--- config.mk ---
export PLATFORM = sky130hd
export DESIGN_NAME = dmmrp_read_phase
export DESIGN_NICKNAME = d
export VERILOG_FILES = /design/src/verilog/dmmrp_pkg.sv /design/src/verilog/dmmrp_temp_reg.sv /design/src/verilog/dmmrp_read_phase.sv
export SDC_FILE = /design/constraint.sdc
export NUM_CORES = 1
export LEC_CHECK = 0
export ABC_AREA = 1
export ABC_CLOCK_PERIOD_IN_PS = 2360
export BUFFER_PORTS_ARGS = -buffer_cell sky130_fd_sc_hd__buf_2
export CORE_ASPECT_RATIO = 0.5
export CORE_UTILIZATION = 35
export CTS_CLUSTER_DIAMETER = 40
export DETAILED_ROUTE_END_ITERATION = 7
export PLACE_DENSITY_LB_ADDON = 0.08
export SKIP_LAST_GASP = 1
export SLEW_MARGIN = 5
export SYNTH_ARGS = -nofsm -noshare
export SYNTH_HDL_FRONTEND = slang
export SYNTH_HIERARCHICAL = 1
export SYNTH_SLANG_ARGS = --single-unit
--- constraint.sdc ---
create_clock -name clk -period 2.36 [get_ports clk]
set_input_delay 0.118 -clock clk [delete_from_list [all_inputs] [get_ports clk]]
set_output_delay 0.118 -clock clk [all_outputs]
set_load 0.02 [all_outputs]
--- src/verilog/dmmrp_pkg.sv ---
/*
 * shared constants, state codes and bundles for the memory-to-memory
 * read phase of the dma sequencer.
 * assumes one clock domain and a synchronous active-low reset.
 */
package dmmrp_pkg;

    localparam int ADDR_W = 32;
    localparam int DATA_W = 32;
    localparam int MODE_W = 8;

    // position of the memory-to-memory bit in a channel mode register
    localparam int MODE_M2M_BIT = 0;

    // reset values
    localparam logic [ADDR_W-1:0] ADDR_RST = 32'h0000_0000;
    localparam logic [DATA_W-1:0] DATA_RST = 32'h0000_0000;

    // cycles spent in every read state other than the wait state
    localparam int STEP_CYCLES = 1;

    typedef enum logic [5:0] {
        ST_IDLE      = 6'h01,
        M2M_READ_S1  = 6'h02,
        M2M_READ_S2  = 6'h04,
        M2M_READ_S3  = 6'h08,
        M2M_READ_S4  = 6'h10,
        M2M_WRITE_S1 = 6'h20
    } dmmrp_state_e;

    // address sources offered by the channel register file
    typedef struct packed {
        logic [ADDR_W-1:0] ch0Cur;
        logic [ADDR_W-1:0] ch1Cur;
        logic [ADDR_W-1:0] srcAddr;
        logic [ADDR_W-1:0] dstAddr;
    } dmmrp_addr_s;

    // request information from the arbiter side
    typedef struct packed {
        logic legacyMode;
        logic m2mCmdEn;
        logic dreq0;
        logic ch0Top;
        logic [MODE_W-1:0] modeReg;
    } dmmrp_req_s;

    // system bus outputs
    typedef struct packed {
        logic [ADDR_W-1:0] addr;
        logic addrDrive;
        logic aen;
        logic memRdN;
        logic memWrN;
        logic dackN;
    } dmmrp_bus_s;

endpackage : dmmrp_pkg

--- src/verilog/dmmrp_temp_reg.sv ---
/*
 * temporary holding register for one word read from memory.
 * assumes load is a one-cycle pulse; output comes from a flip-flop.
 */
`timescale 1ns/1ps
module dmmrp_temp_reg (
    input wire logic clk,
    input wire logic nrst,
    input wire logic load,
    input wire logic [dmmrp_pkg::DATA_W-1:0] dataIn,
    output logic [dmmrp_pkg::DATA_W-1:0] dataOut
);
    import dmmrp_pkg::*;

    typedef struct packed {
        logic [DATA_W-1:0] word;
    } dmmrp_temp_s;

    dmmrp_temp_s r_q;
    dmmrp_temp_s r_d;

    always_comb begin
        r_d = r_q;
        if (load) begin
            r_d.word = dataIn;
        end
    end

    always_ff @(posedge clk) begin
        if (!nrst) begin
            r_q.word <= DATA_RST;
        end else begin
            r_q <= r_d;
        end
    end

    assign dataOut = r_q.word;

endmodule : dmmrp_temp_reg

--- src/verilog/dmmrp_read_phase.sv ---
/*
 * read phase of the memory-to-memory transfer: source address out,
 * read strobe, wait on ready, capture into the temporary register,
 * then the first write state which presents the destination address.
 * assumes the bus grant and ready inputs are synchronous to clk and
 * that the channel address and mode registers live outside.
 */
// How it works
// - granted m2m request enters read state one
// - extended mode: mode bit zero selects m2m
// - no peripheral acknowledge during m2m
// - state one: aen on, strobes off
// - legacy mode: channel 0 current address
// - extended mode: source address register
// - state one always moves to state two
// - end-of-process stops service after cycle
// - state two asserts read strobe
// - state three waits while ready high
// - ready low moves to state four
// - state four drops strobe, loads temp
// - state four goes to write state one
// - write one: channel 1 or destination
`timescale 1ns/1ps
module dmmrp_read_phase (
    input wire logic clk,
    input wire logic nrst,
    input wire logic busGrant,
    input wire dmmrp_pkg::dmmrp_req_s req,
    input wire dmmrp_pkg::dmmrp_addr_s addrIn,
    input wire logic readyWait,
    input wire logic eopIn_n,
    input wire logic [dmmrp_pkg::DATA_W-1:0] dataIn,
    output dmmrp_pkg::dmmrp_bus_s bus,
    output logic [dmmrp_pkg::DATA_W-1:0] tempData,
    output logic tempLoad,
    output logic writeStart,
    output logic eopPending,
    output logic ioPath,
    output logic [5:0] stateCode
);
    import dmmrp_pkg::*;

    typedef struct packed {
        dmmrp_state_e st;
        dmmrp_bus_s bus;
        logic load;
        logic wrStart;
        logic eopSeen;
        logic io;
    } dmmrp_core_s;

    dmmrp_core_s r_q;
    dmmrp_core_s r_d;

    // pick channel address in legacy mode, else the extended register
    function automatic logic [ADDR_W-1:0] pickAddr(
        input logic legacy,
        input logic [ADDR_W-1:0] chanAddr,
        input logic [ADDR_W-1:0] extAddr
    );
        logic [ADDR_W-1:0] sel;
        sel = legacy ? chanAddr : extAddr;
        return sel;
    endfunction : pickAddr

    // decide whether the granted request is memory-to-memory
    function automatic logic m2mDetect(
        input dmmrp_req_s r
    );
        logic hit;
        // mode bit zero in extended mode
        if (r.legacyMode) begin
            // legacy: command enable, channel 0 request and priority
            hit = r.m2mCmdEn && r.dreq0 && r.ch0Top;
        end else begin
            hit = r.modeReg[MODE_M2M_BIT];
        end
        return hit;
    endfunction : m2mDetect

    logic isM2m;
    logic inM2m;

    assign isM2m = m2mDetect(req);

    assign inM2m = (r_q.st != ST_IDLE);

    always_comb begin
        r_d = r_q;
        r_d.load = 1'b0;
        r_d.wrStart = 1'b0;
        r_d.io = 1'b0;
        r_d.bus.dackN = 1'b1;
        r_d.bus.memWrN = 1'b1;

        // catch end of process
        // set only; the clear in idle never meets a set
        if (inM2m && !eopIn_n) begin
            r_d.eopSeen = 1'b1;
        end

        unique case (r_q.st)
            ST_IDLE: begin
                // busGrant is looked at only here; later states ignore it
                r_d.bus.aen = 1'b0;
                r_d.bus.addrDrive = 1'b0;
                r_d.bus.memRdN = 1'b1;
                r_d.eopSeen = 1'b0;
                if (busGrant) begin
                    if (isM2m) begin
                        r_d.st = M2M_READ_S1;
                        r_d.bus.aen = 1'b1;
                        r_d.bus.addrDrive = 1'b1;
                        r_d.bus.memRdN = 1'b1;
                        r_d.bus.addr = pickAddr(req.legacyMode,
                            addrIn.ch0Cur, addrIn.srcAddr);
                    end else begin
                        r_d.io = 1'b1;
                    end
                end
            end
            M2M_READ_S1: begin
                r_d.st = M2M_READ_S2;
                r_d.bus.memRdN = 1'b0;
            end
            M2M_READ_S2: begin
                r_d.st = M2M_READ_S3;
                r_d.bus.memRdN = 1'b0;
            end
            M2M_READ_S3: begin
                if (!readyWait) begin
                    r_d.st = M2M_READ_S4;
                    // strobe off, load temp
                    // the load is registered, so the word is taken on
                    // the edge that ends state four
                    r_d.bus.memRdN = 1'b1;
                    r_d.load = 1'b1;
                end else begin
                    r_d.st = M2M_READ_S3;
                    r_d.bus.memRdN = 1'b0;
                end
            end
            M2M_READ_S4: begin
                r_d.st = M2M_WRITE_S1;
                r_d.bus.addr = pickAddr(req.legacyMode,
                    addrIn.ch1Cur, addrIn.dstAddr);
                // temp register keeps the word from here on
                r_d.wrStart = 1'b1;
            end
            M2M_WRITE_S1: begin
                // write phase continues elsewhere; release here
                // eop flag is left set for the write phase to act on
                r_d.st = ST_IDLE;
                r_d.bus.aen = 1'b0;
                r_d.bus.addrDrive = 1'b0;
            end
            default: begin
                // illegal one-hot code: back to idle, bus released
                r_d.st = ST_IDLE;
                r_d.bus.aen = 1'b0;
                r_d.bus.addrDrive = 1'b0;
                r_d.bus.memRdN = 1'b1;
            end
        endcase
    end

    always_ff @(posedge clk) begin
        if (!nrst) begin
            // constants only: every output goes inactive
            r_q.st <= ST_IDLE;
            r_q.bus.addr <= ADDR_RST;
            r_q.bus.addrDrive <= 1'b0;
            r_q.bus.aen <= 1'b0;
            r_q.bus.memRdN <= 1'b1;
            r_q.bus.memWrN <= 1'b1;
            r_q.bus.dackN <= 1'b1;
            r_q.load <= 1'b0;
            r_q.wrStart <= 1'b0;
            r_q.eopSeen <= 1'b0;
            r_q.io <= 1'b0;
        end else begin
            r_q <= r_d;
        end
    end

    dmmrp_temp_reg u_temp (
        .clk(clk),
        .nrst(nrst),
        .load(r_q.load),
        .dataIn(dataIn),
        .dataOut(tempData)
    );

    assign bus = r_q.bus;
    assign tempLoad = r_q.load;
    assign writeStart = r_q.wrStart;
    // stop request for the write phase
    // the read cycle always completes; the write phase stops on this
    assign eopPending = r_q.eopSeen;
    assign ioPath = r_q.io;
    assign stateCode = r_q.st;

endmodule : dmmrp_read_phase

# --- Yosys cells after proc, flatten, opt, wreduce, memory -nomap -nowiden ---
# Index checks and enable logic that the tools add are counted.
# Widths: inputs -> output; s select.
word_totals:
  register_bits: 79
  memories: 0
  romBits: 0
  latchBits: 0
  inputBits: 177
  out_inout_bits: 79
  mem_bits_rw: 0
  word_cells: 48
classes:
  n_mux: 13
  n_mul: 0
  n_div: 0
  n_reduce_logical: 13
  shifts: 0
  bitwise_logic: 1
  n_addsub: 0
  magnitude_cmp: 0
  eq_ne: 9
ops:
  columns: ["op", "count"]
  rows:
  - ["$mux 41", 2]
  - ["$mux 32", 2]
  - ["$pmux 32 s2", 1]
  - ["$pmux 6 s5", 1]
  - ["$eq 6x1->1 const B", 1]
  - ["$eq 6x2->1 const B", 1]
  - ["$eq 6x3->1 const B", 1]
  - ["$eq 6x4->1 const B", 1]
  - ["$eq 6x5->1 const B", 1]
  - ["$eq 6x6->1 const B", 1]
  - ["$ne 6x1->1 const B", 1]
  - ["$reduce_and 3->1", 2]
  - ["$reduce_or 2->1", 3]
  - ["$mux 5", 1]
  - ["$mux 1", 4]
  - ["$ne 2x2->1 const B", 2]
  - ["$pmux 1 s4", 1]
  - ["$pmux 2 s2", 1]
  - ["$reduce_and 2->1", 2]
  - ["$reduce_or 4->1", 1]
  - ["$logic_and 1x1->1", 3]
  - ["$reduce_bool 2->1", 1]
  - ["$logic_not 1->1", 1]
  - ["$not 1->1", 1]

# --- Longest topological paths before layout ---
logic_depth:
  ltp_word: 6
  mapped_depth: 11
  depth_no_buf: 9

# --- Cells and area by module ---
# The synthesis kept the hierarchy.
modules_own_cells:
  columns: ["mod", "n_inst", "seq_area_each_um2", "cells_each", "area_each_um2"]
  rows:
  - ["dmmrp_read_phase", 1, 880.8, 631, 3628.5]
  - ["dmmrp_temp_reg", 1, 640.6, 202, 1335.0]

# --- Worst setup path after synthesis ---
# Ideal clock, no wire load.
synth_timing:
  kind: "register to register"
  start: "register r_q (netlist bit stateCode[0])"
  end: "register, netlist name bus[10]"
  t_arrival_ns: 1.380
  path_slack_ns: 0.869
  synth_period_minus_slack_ns: 1.491
  stages_incl_launch_ff: 8
  setup_time_ns: 0.111
  required_ns: 2.249
  path_buffers: 1
  cell_sequence: "dfxtp_1 > nand2_1 > nand3b_1 > nand2_2 > nand3_4 > buf_12 > nor2_4 > nor2_2"
synth_via:
  elab_chain_len: 3
  elab_cells_between_ends: 7
  classes_between: "4 x eq/ne; 1 x mux; 2 x reduce/logical"
synth_rtl:
  columns: ["element", "line_no", "rtl"]
  rows:
  - ["start: declaration", "dmmrp_read_phase.sv:52", "dmmrp_core_s r_q;"]
  - ["start signal: assignment", "dmmrp_read_phase.sv:182", "r_q <= r_d;"]
  - ["$eq 6x1->1 / $eq 6x5->1 (equally long branches)", "dmmrp_read_phase.sv:102", "unique case (r_q.st)"]
  - ["$ne 2x2->1 (no line) / $reduce_bool 2->1 (equally long branches)", null, null]
  - ["$reduce_and 3->1 (no line)", null, null]
# Parallel ways exist; a longest one is shown, timed or not.
# A chain may end at the register's enable or synchronous reset.

# --- Final worst setup path ---
layout_timing:
  start: "register r_q (netlist bit stateCode[2])"
  end: "register, netlist name bus[17]"
layout_via:
  elab_chain_len: 3
  elab_cells_between_ends: 7
  classes_between: "4 x eq/ne; 1 x mux; 2 x reduce/logical"
layout_rtl:
  columns: ["element", "line_no"]
  rows:
  - ["$eq 6x1->1 / $eq 6x5->1 (equally long branches)", "dmmrp_read_phase.sv:102"]
  - ["$ne 2x2->1 (no line) / $reduce_bool 2->1 (equally long branches)", null]
  - ["$reduce_and 3->1 (no line)", null]
# Parallel ways exist; a longest one is shown, timed or not.

==> impl_metrics.json <==
{
  "pwr-share-clk_pct": 40.4,
  "worst-slew-pin-transition_ns": 0.6703,
  "vias": 5158,
  "synth_top_family_by_area": "simple AND/OR/NAND/NOR gates",
  "vdd_ir_drop_max_mv": 0.3695,
  "drt-initial-drc-count": 249,
  "reg2regPathDepth": 9,
  "cts_sinks": 76,
  "muxShareOfSynthArea_pct": 0,
  "min_path_type": "in2reg",
  "cts_tree": "built",
  "die_y_um": 86.21,
  "status": "finished clean",
  "top_layer": "met4",
  "routed-wl-met3_um": 721,
  "drc": 0,
  "worstSetupEndpoint": "bus[17]",
  "num-nets-final": 1232,
  "critPathLaunch": "stateCode[2]",
  "ys_seq_area_share_pct": 30.65,
  "skew_ns": 0.004902,
  "port_buffers": 246,
  "async_flop_share_pct": 0,
  "fin_ws_ns": 0.5625,
  "maxCapViolCount": 0,
  "synth_compound_area_share_pct": 3.857,
  "rsz0062_at_grt": "no",
  "p_leak_nw": 3.926,
  "gr-usage-all-layers_pct": 18.10,
  "cts_setup_buffers": 0,
  "ios": 256,
  "comb_power_share_pct": 19.4,
  "wl_um": 13440,
  "clk_latency_ns": 0.32,
  "slew_headroom_pct": 55.31,
  "gp_congestion": 0.8166,
  "grt_pass1_vias": 4439,
  "synthAdderAreaFrac_pct": 0,
  "antenna_left": 0,
  "cts_buffers": 9,
  "max_freq_mhz": 556.3,
  "crit_type": "reg2reg",
  "area_delta_synth_final_pct": 31.21,
  "worstPathMaxFanout": 19,
  "layout-drive-gt1-share_pct": 31.73,
  "cts.path.max_buffers": 2,
  "die_area_sq_um": 14690,
  "power_density_nw_per_um2": 512.6,
  "p_sw_share_pct": 27.64,
  "netlist_instances": 833,
  "ctsHtreeMaxLevel": 3,
  "root_buffer": "clkbuf_16",
  "grt_max_degree": 80,
  "intPower_mw": 2.416,
  "r2r_slack_ns": 0.56,
  "dr_wl_met2_um": 5962,
  "die_width_um": 170.4,
  "initial_utilization_pct": 36.23,
  "ys_types": 27,
  "start_kind": "flop",
  "syn_avg_cell_area_sq_um": 5.959,
  "power.switching_mw": 0.9227,
  "fin_crit_sh_pct": 76.17,
  "setup_violations": 0,
  "hold_depth": 5,
  "synth_xor_xnor_area_share_pct": 0,
  "place_ws_ns": 0.5407,
  "synth_simple_gate_area_share_pct": 50.26,
  "final-hold-violation-count": 0,
  "synth_area_sq_um": 4964,
  "wl_per_cell_um": 10.74,
  "n_antenna_cell": 0,
  "ys_seq_elements": 76,
  "worstReg2RegEnd": "bus[17]",
  "final_common_cell": "nand2_1",
  "worstReg2RegStart": "stateCode[2]",
  "antenna_found_initial": 0,
  "grt_pass1_wl_um": 21180,
  "end_kind": "flop",
  "p_seq_share_pct": 40.1,
  "overflow": 0,
  "cp.arrival_ns": 2.02,
  "critical_path_required_ns": 2.58,
  "dp_hpwl_um": 10110,
  "m1WireLength_um": 6653,
  "synth_edf_count": 0,
  "setup_tns_ns": 0,
  "clk_pin_slew_ns": 0.06,
  "final-max-slew-violation-count": 0,
  "design.core.area_sq_um": 13700,
  "drtPass1Iterations": 4,
  "vias_per_cell": 4.123,
  "rows": 30,
  "period_minus_slack_ns": 1.798,
  "mostFrequentLayoutCells": "nand2_1 (329), buf_2 (246), nor2_1 (154)",
  "ys_warn_count": 6,
  "ys.flop_type": "dfxtp_1"
}
[cell type report]
cell class / instances / area, sq um
repair buffers: 259 / 1359
clock inverters: 6 / 65.06
multi-input cells: 601 / 2694
fillers: 1568 / 7188
clock buffers: 9 / 225.2
well taps: 192 / 240.2
flip-flops and latches: 76 / 1523
inverters: 108 / 406.6
[timing repair]
action,CTS,global route
endpoints found under the setup margin,0,0
hold endpoints to repair,3,0
gates resized for setup,0,0
hold buffers,2,0
[sequential cells by signal (all words and copies together), names as in the netlist]
signal / cells
ioPath: 1
tempLoad: 1
eopPending: 1
bus: 34
u_temp/dataOut: 32
writeStart: 1
stateCode: 6
[logic make-up (layout without fill, tap and decap cells)]
logic type | after synthesis | after routing
buf+inv | 157 | 382
simple gates | 562 | 562
flops | 76 | 76
other cells | 1 | 2
compound gates | 37 | 37
[power groups by stage]
stage               Sequential, mW  Combinational, mW  Clock (mW)
floorplan                     1.41              0.382           0
global placement              1.37              0.650           0
detailed placement            1.37              0.654           0
CTS                           1.34              0.658        1.41
global route                  1.34              0.737        1.47
finish                        1.34              0.649        1.35
[worst max-delay path, stage by stage, from the launching register on]
cell	delay [ns]
dfxtp_1	0.35
nor2_4	0.19
nand2_4	0.09
clkinv_2	0.07
nand2_4	0.16
nand2_2	0.14
nand3_4	0.22
buf_12	0.26
nor2_1	0.14
nor2_1	0.05
[cells in the mapped netlist, types with 2 or more instances]
library cell	count	area, sq um
nor2_4	15	168.9
nor2_1	154	578.1
nor2_8	2	40.04
nor2_2	11	68.82
o21ai_0	34	170.2
clkbuf_1	12	45.04
nand3_1	17	85.08
buf_2	14	70.07
buf_4	10	75.07
inv_2	3	11.26
nand2_1	329	1235
nand3_2	20	200.2
dfxtp_1	76	1521
nand2_2	6	37.54
nor3_1	2	10.01
nand3_4	2	35.03
buf_6	12	135.1
inv_1	104	390.4
nand2_4	2	22.52
[layer usage]
layer  GRT usage (%)  vias to the layer above
met1           23.88                     2124
met2           30.18                      142
met4           3.358                        0
li1                -                     2886
met5               0                        -
met3           4.566                        6
[through the flow]
step	hold WS, ns	utilization (%)	total power [mW]	std cells	area [sq um]
6_report	0.07756	47.53	3.338	1251	6513
5_1_grt	0.08708	47.53	3.545	1251	6513
4_1_cts	0.06581	47.53	3.404	1251	6513
3_5_place_dp	0.3172	45.27	2.022	1234	6202
3_3_place_gp	0.3103	45.27	2.017	1234	6202
2_1_floorplan	0.1973	-	1.797	834	4967
[worst min-delay path by stage]
stage / startpoint / end / slack, ns
after detailed placement: eopIn_n / eopPending / 0.32
final: dataIn[7] / u_temp/dataOut[7] / 0.08
after global placement: eopIn_n / eopPending / 0.31
after floorplan: readyWait / stateCode[4] / 0.20
after global routing: dataIn[12] / u_temp/dataOut[12] / 0.09
after CTS: dataIn[7] / u_temp/dataOut[7] / 0.07
Note: power is estimated with default switching activity, not from simulation.
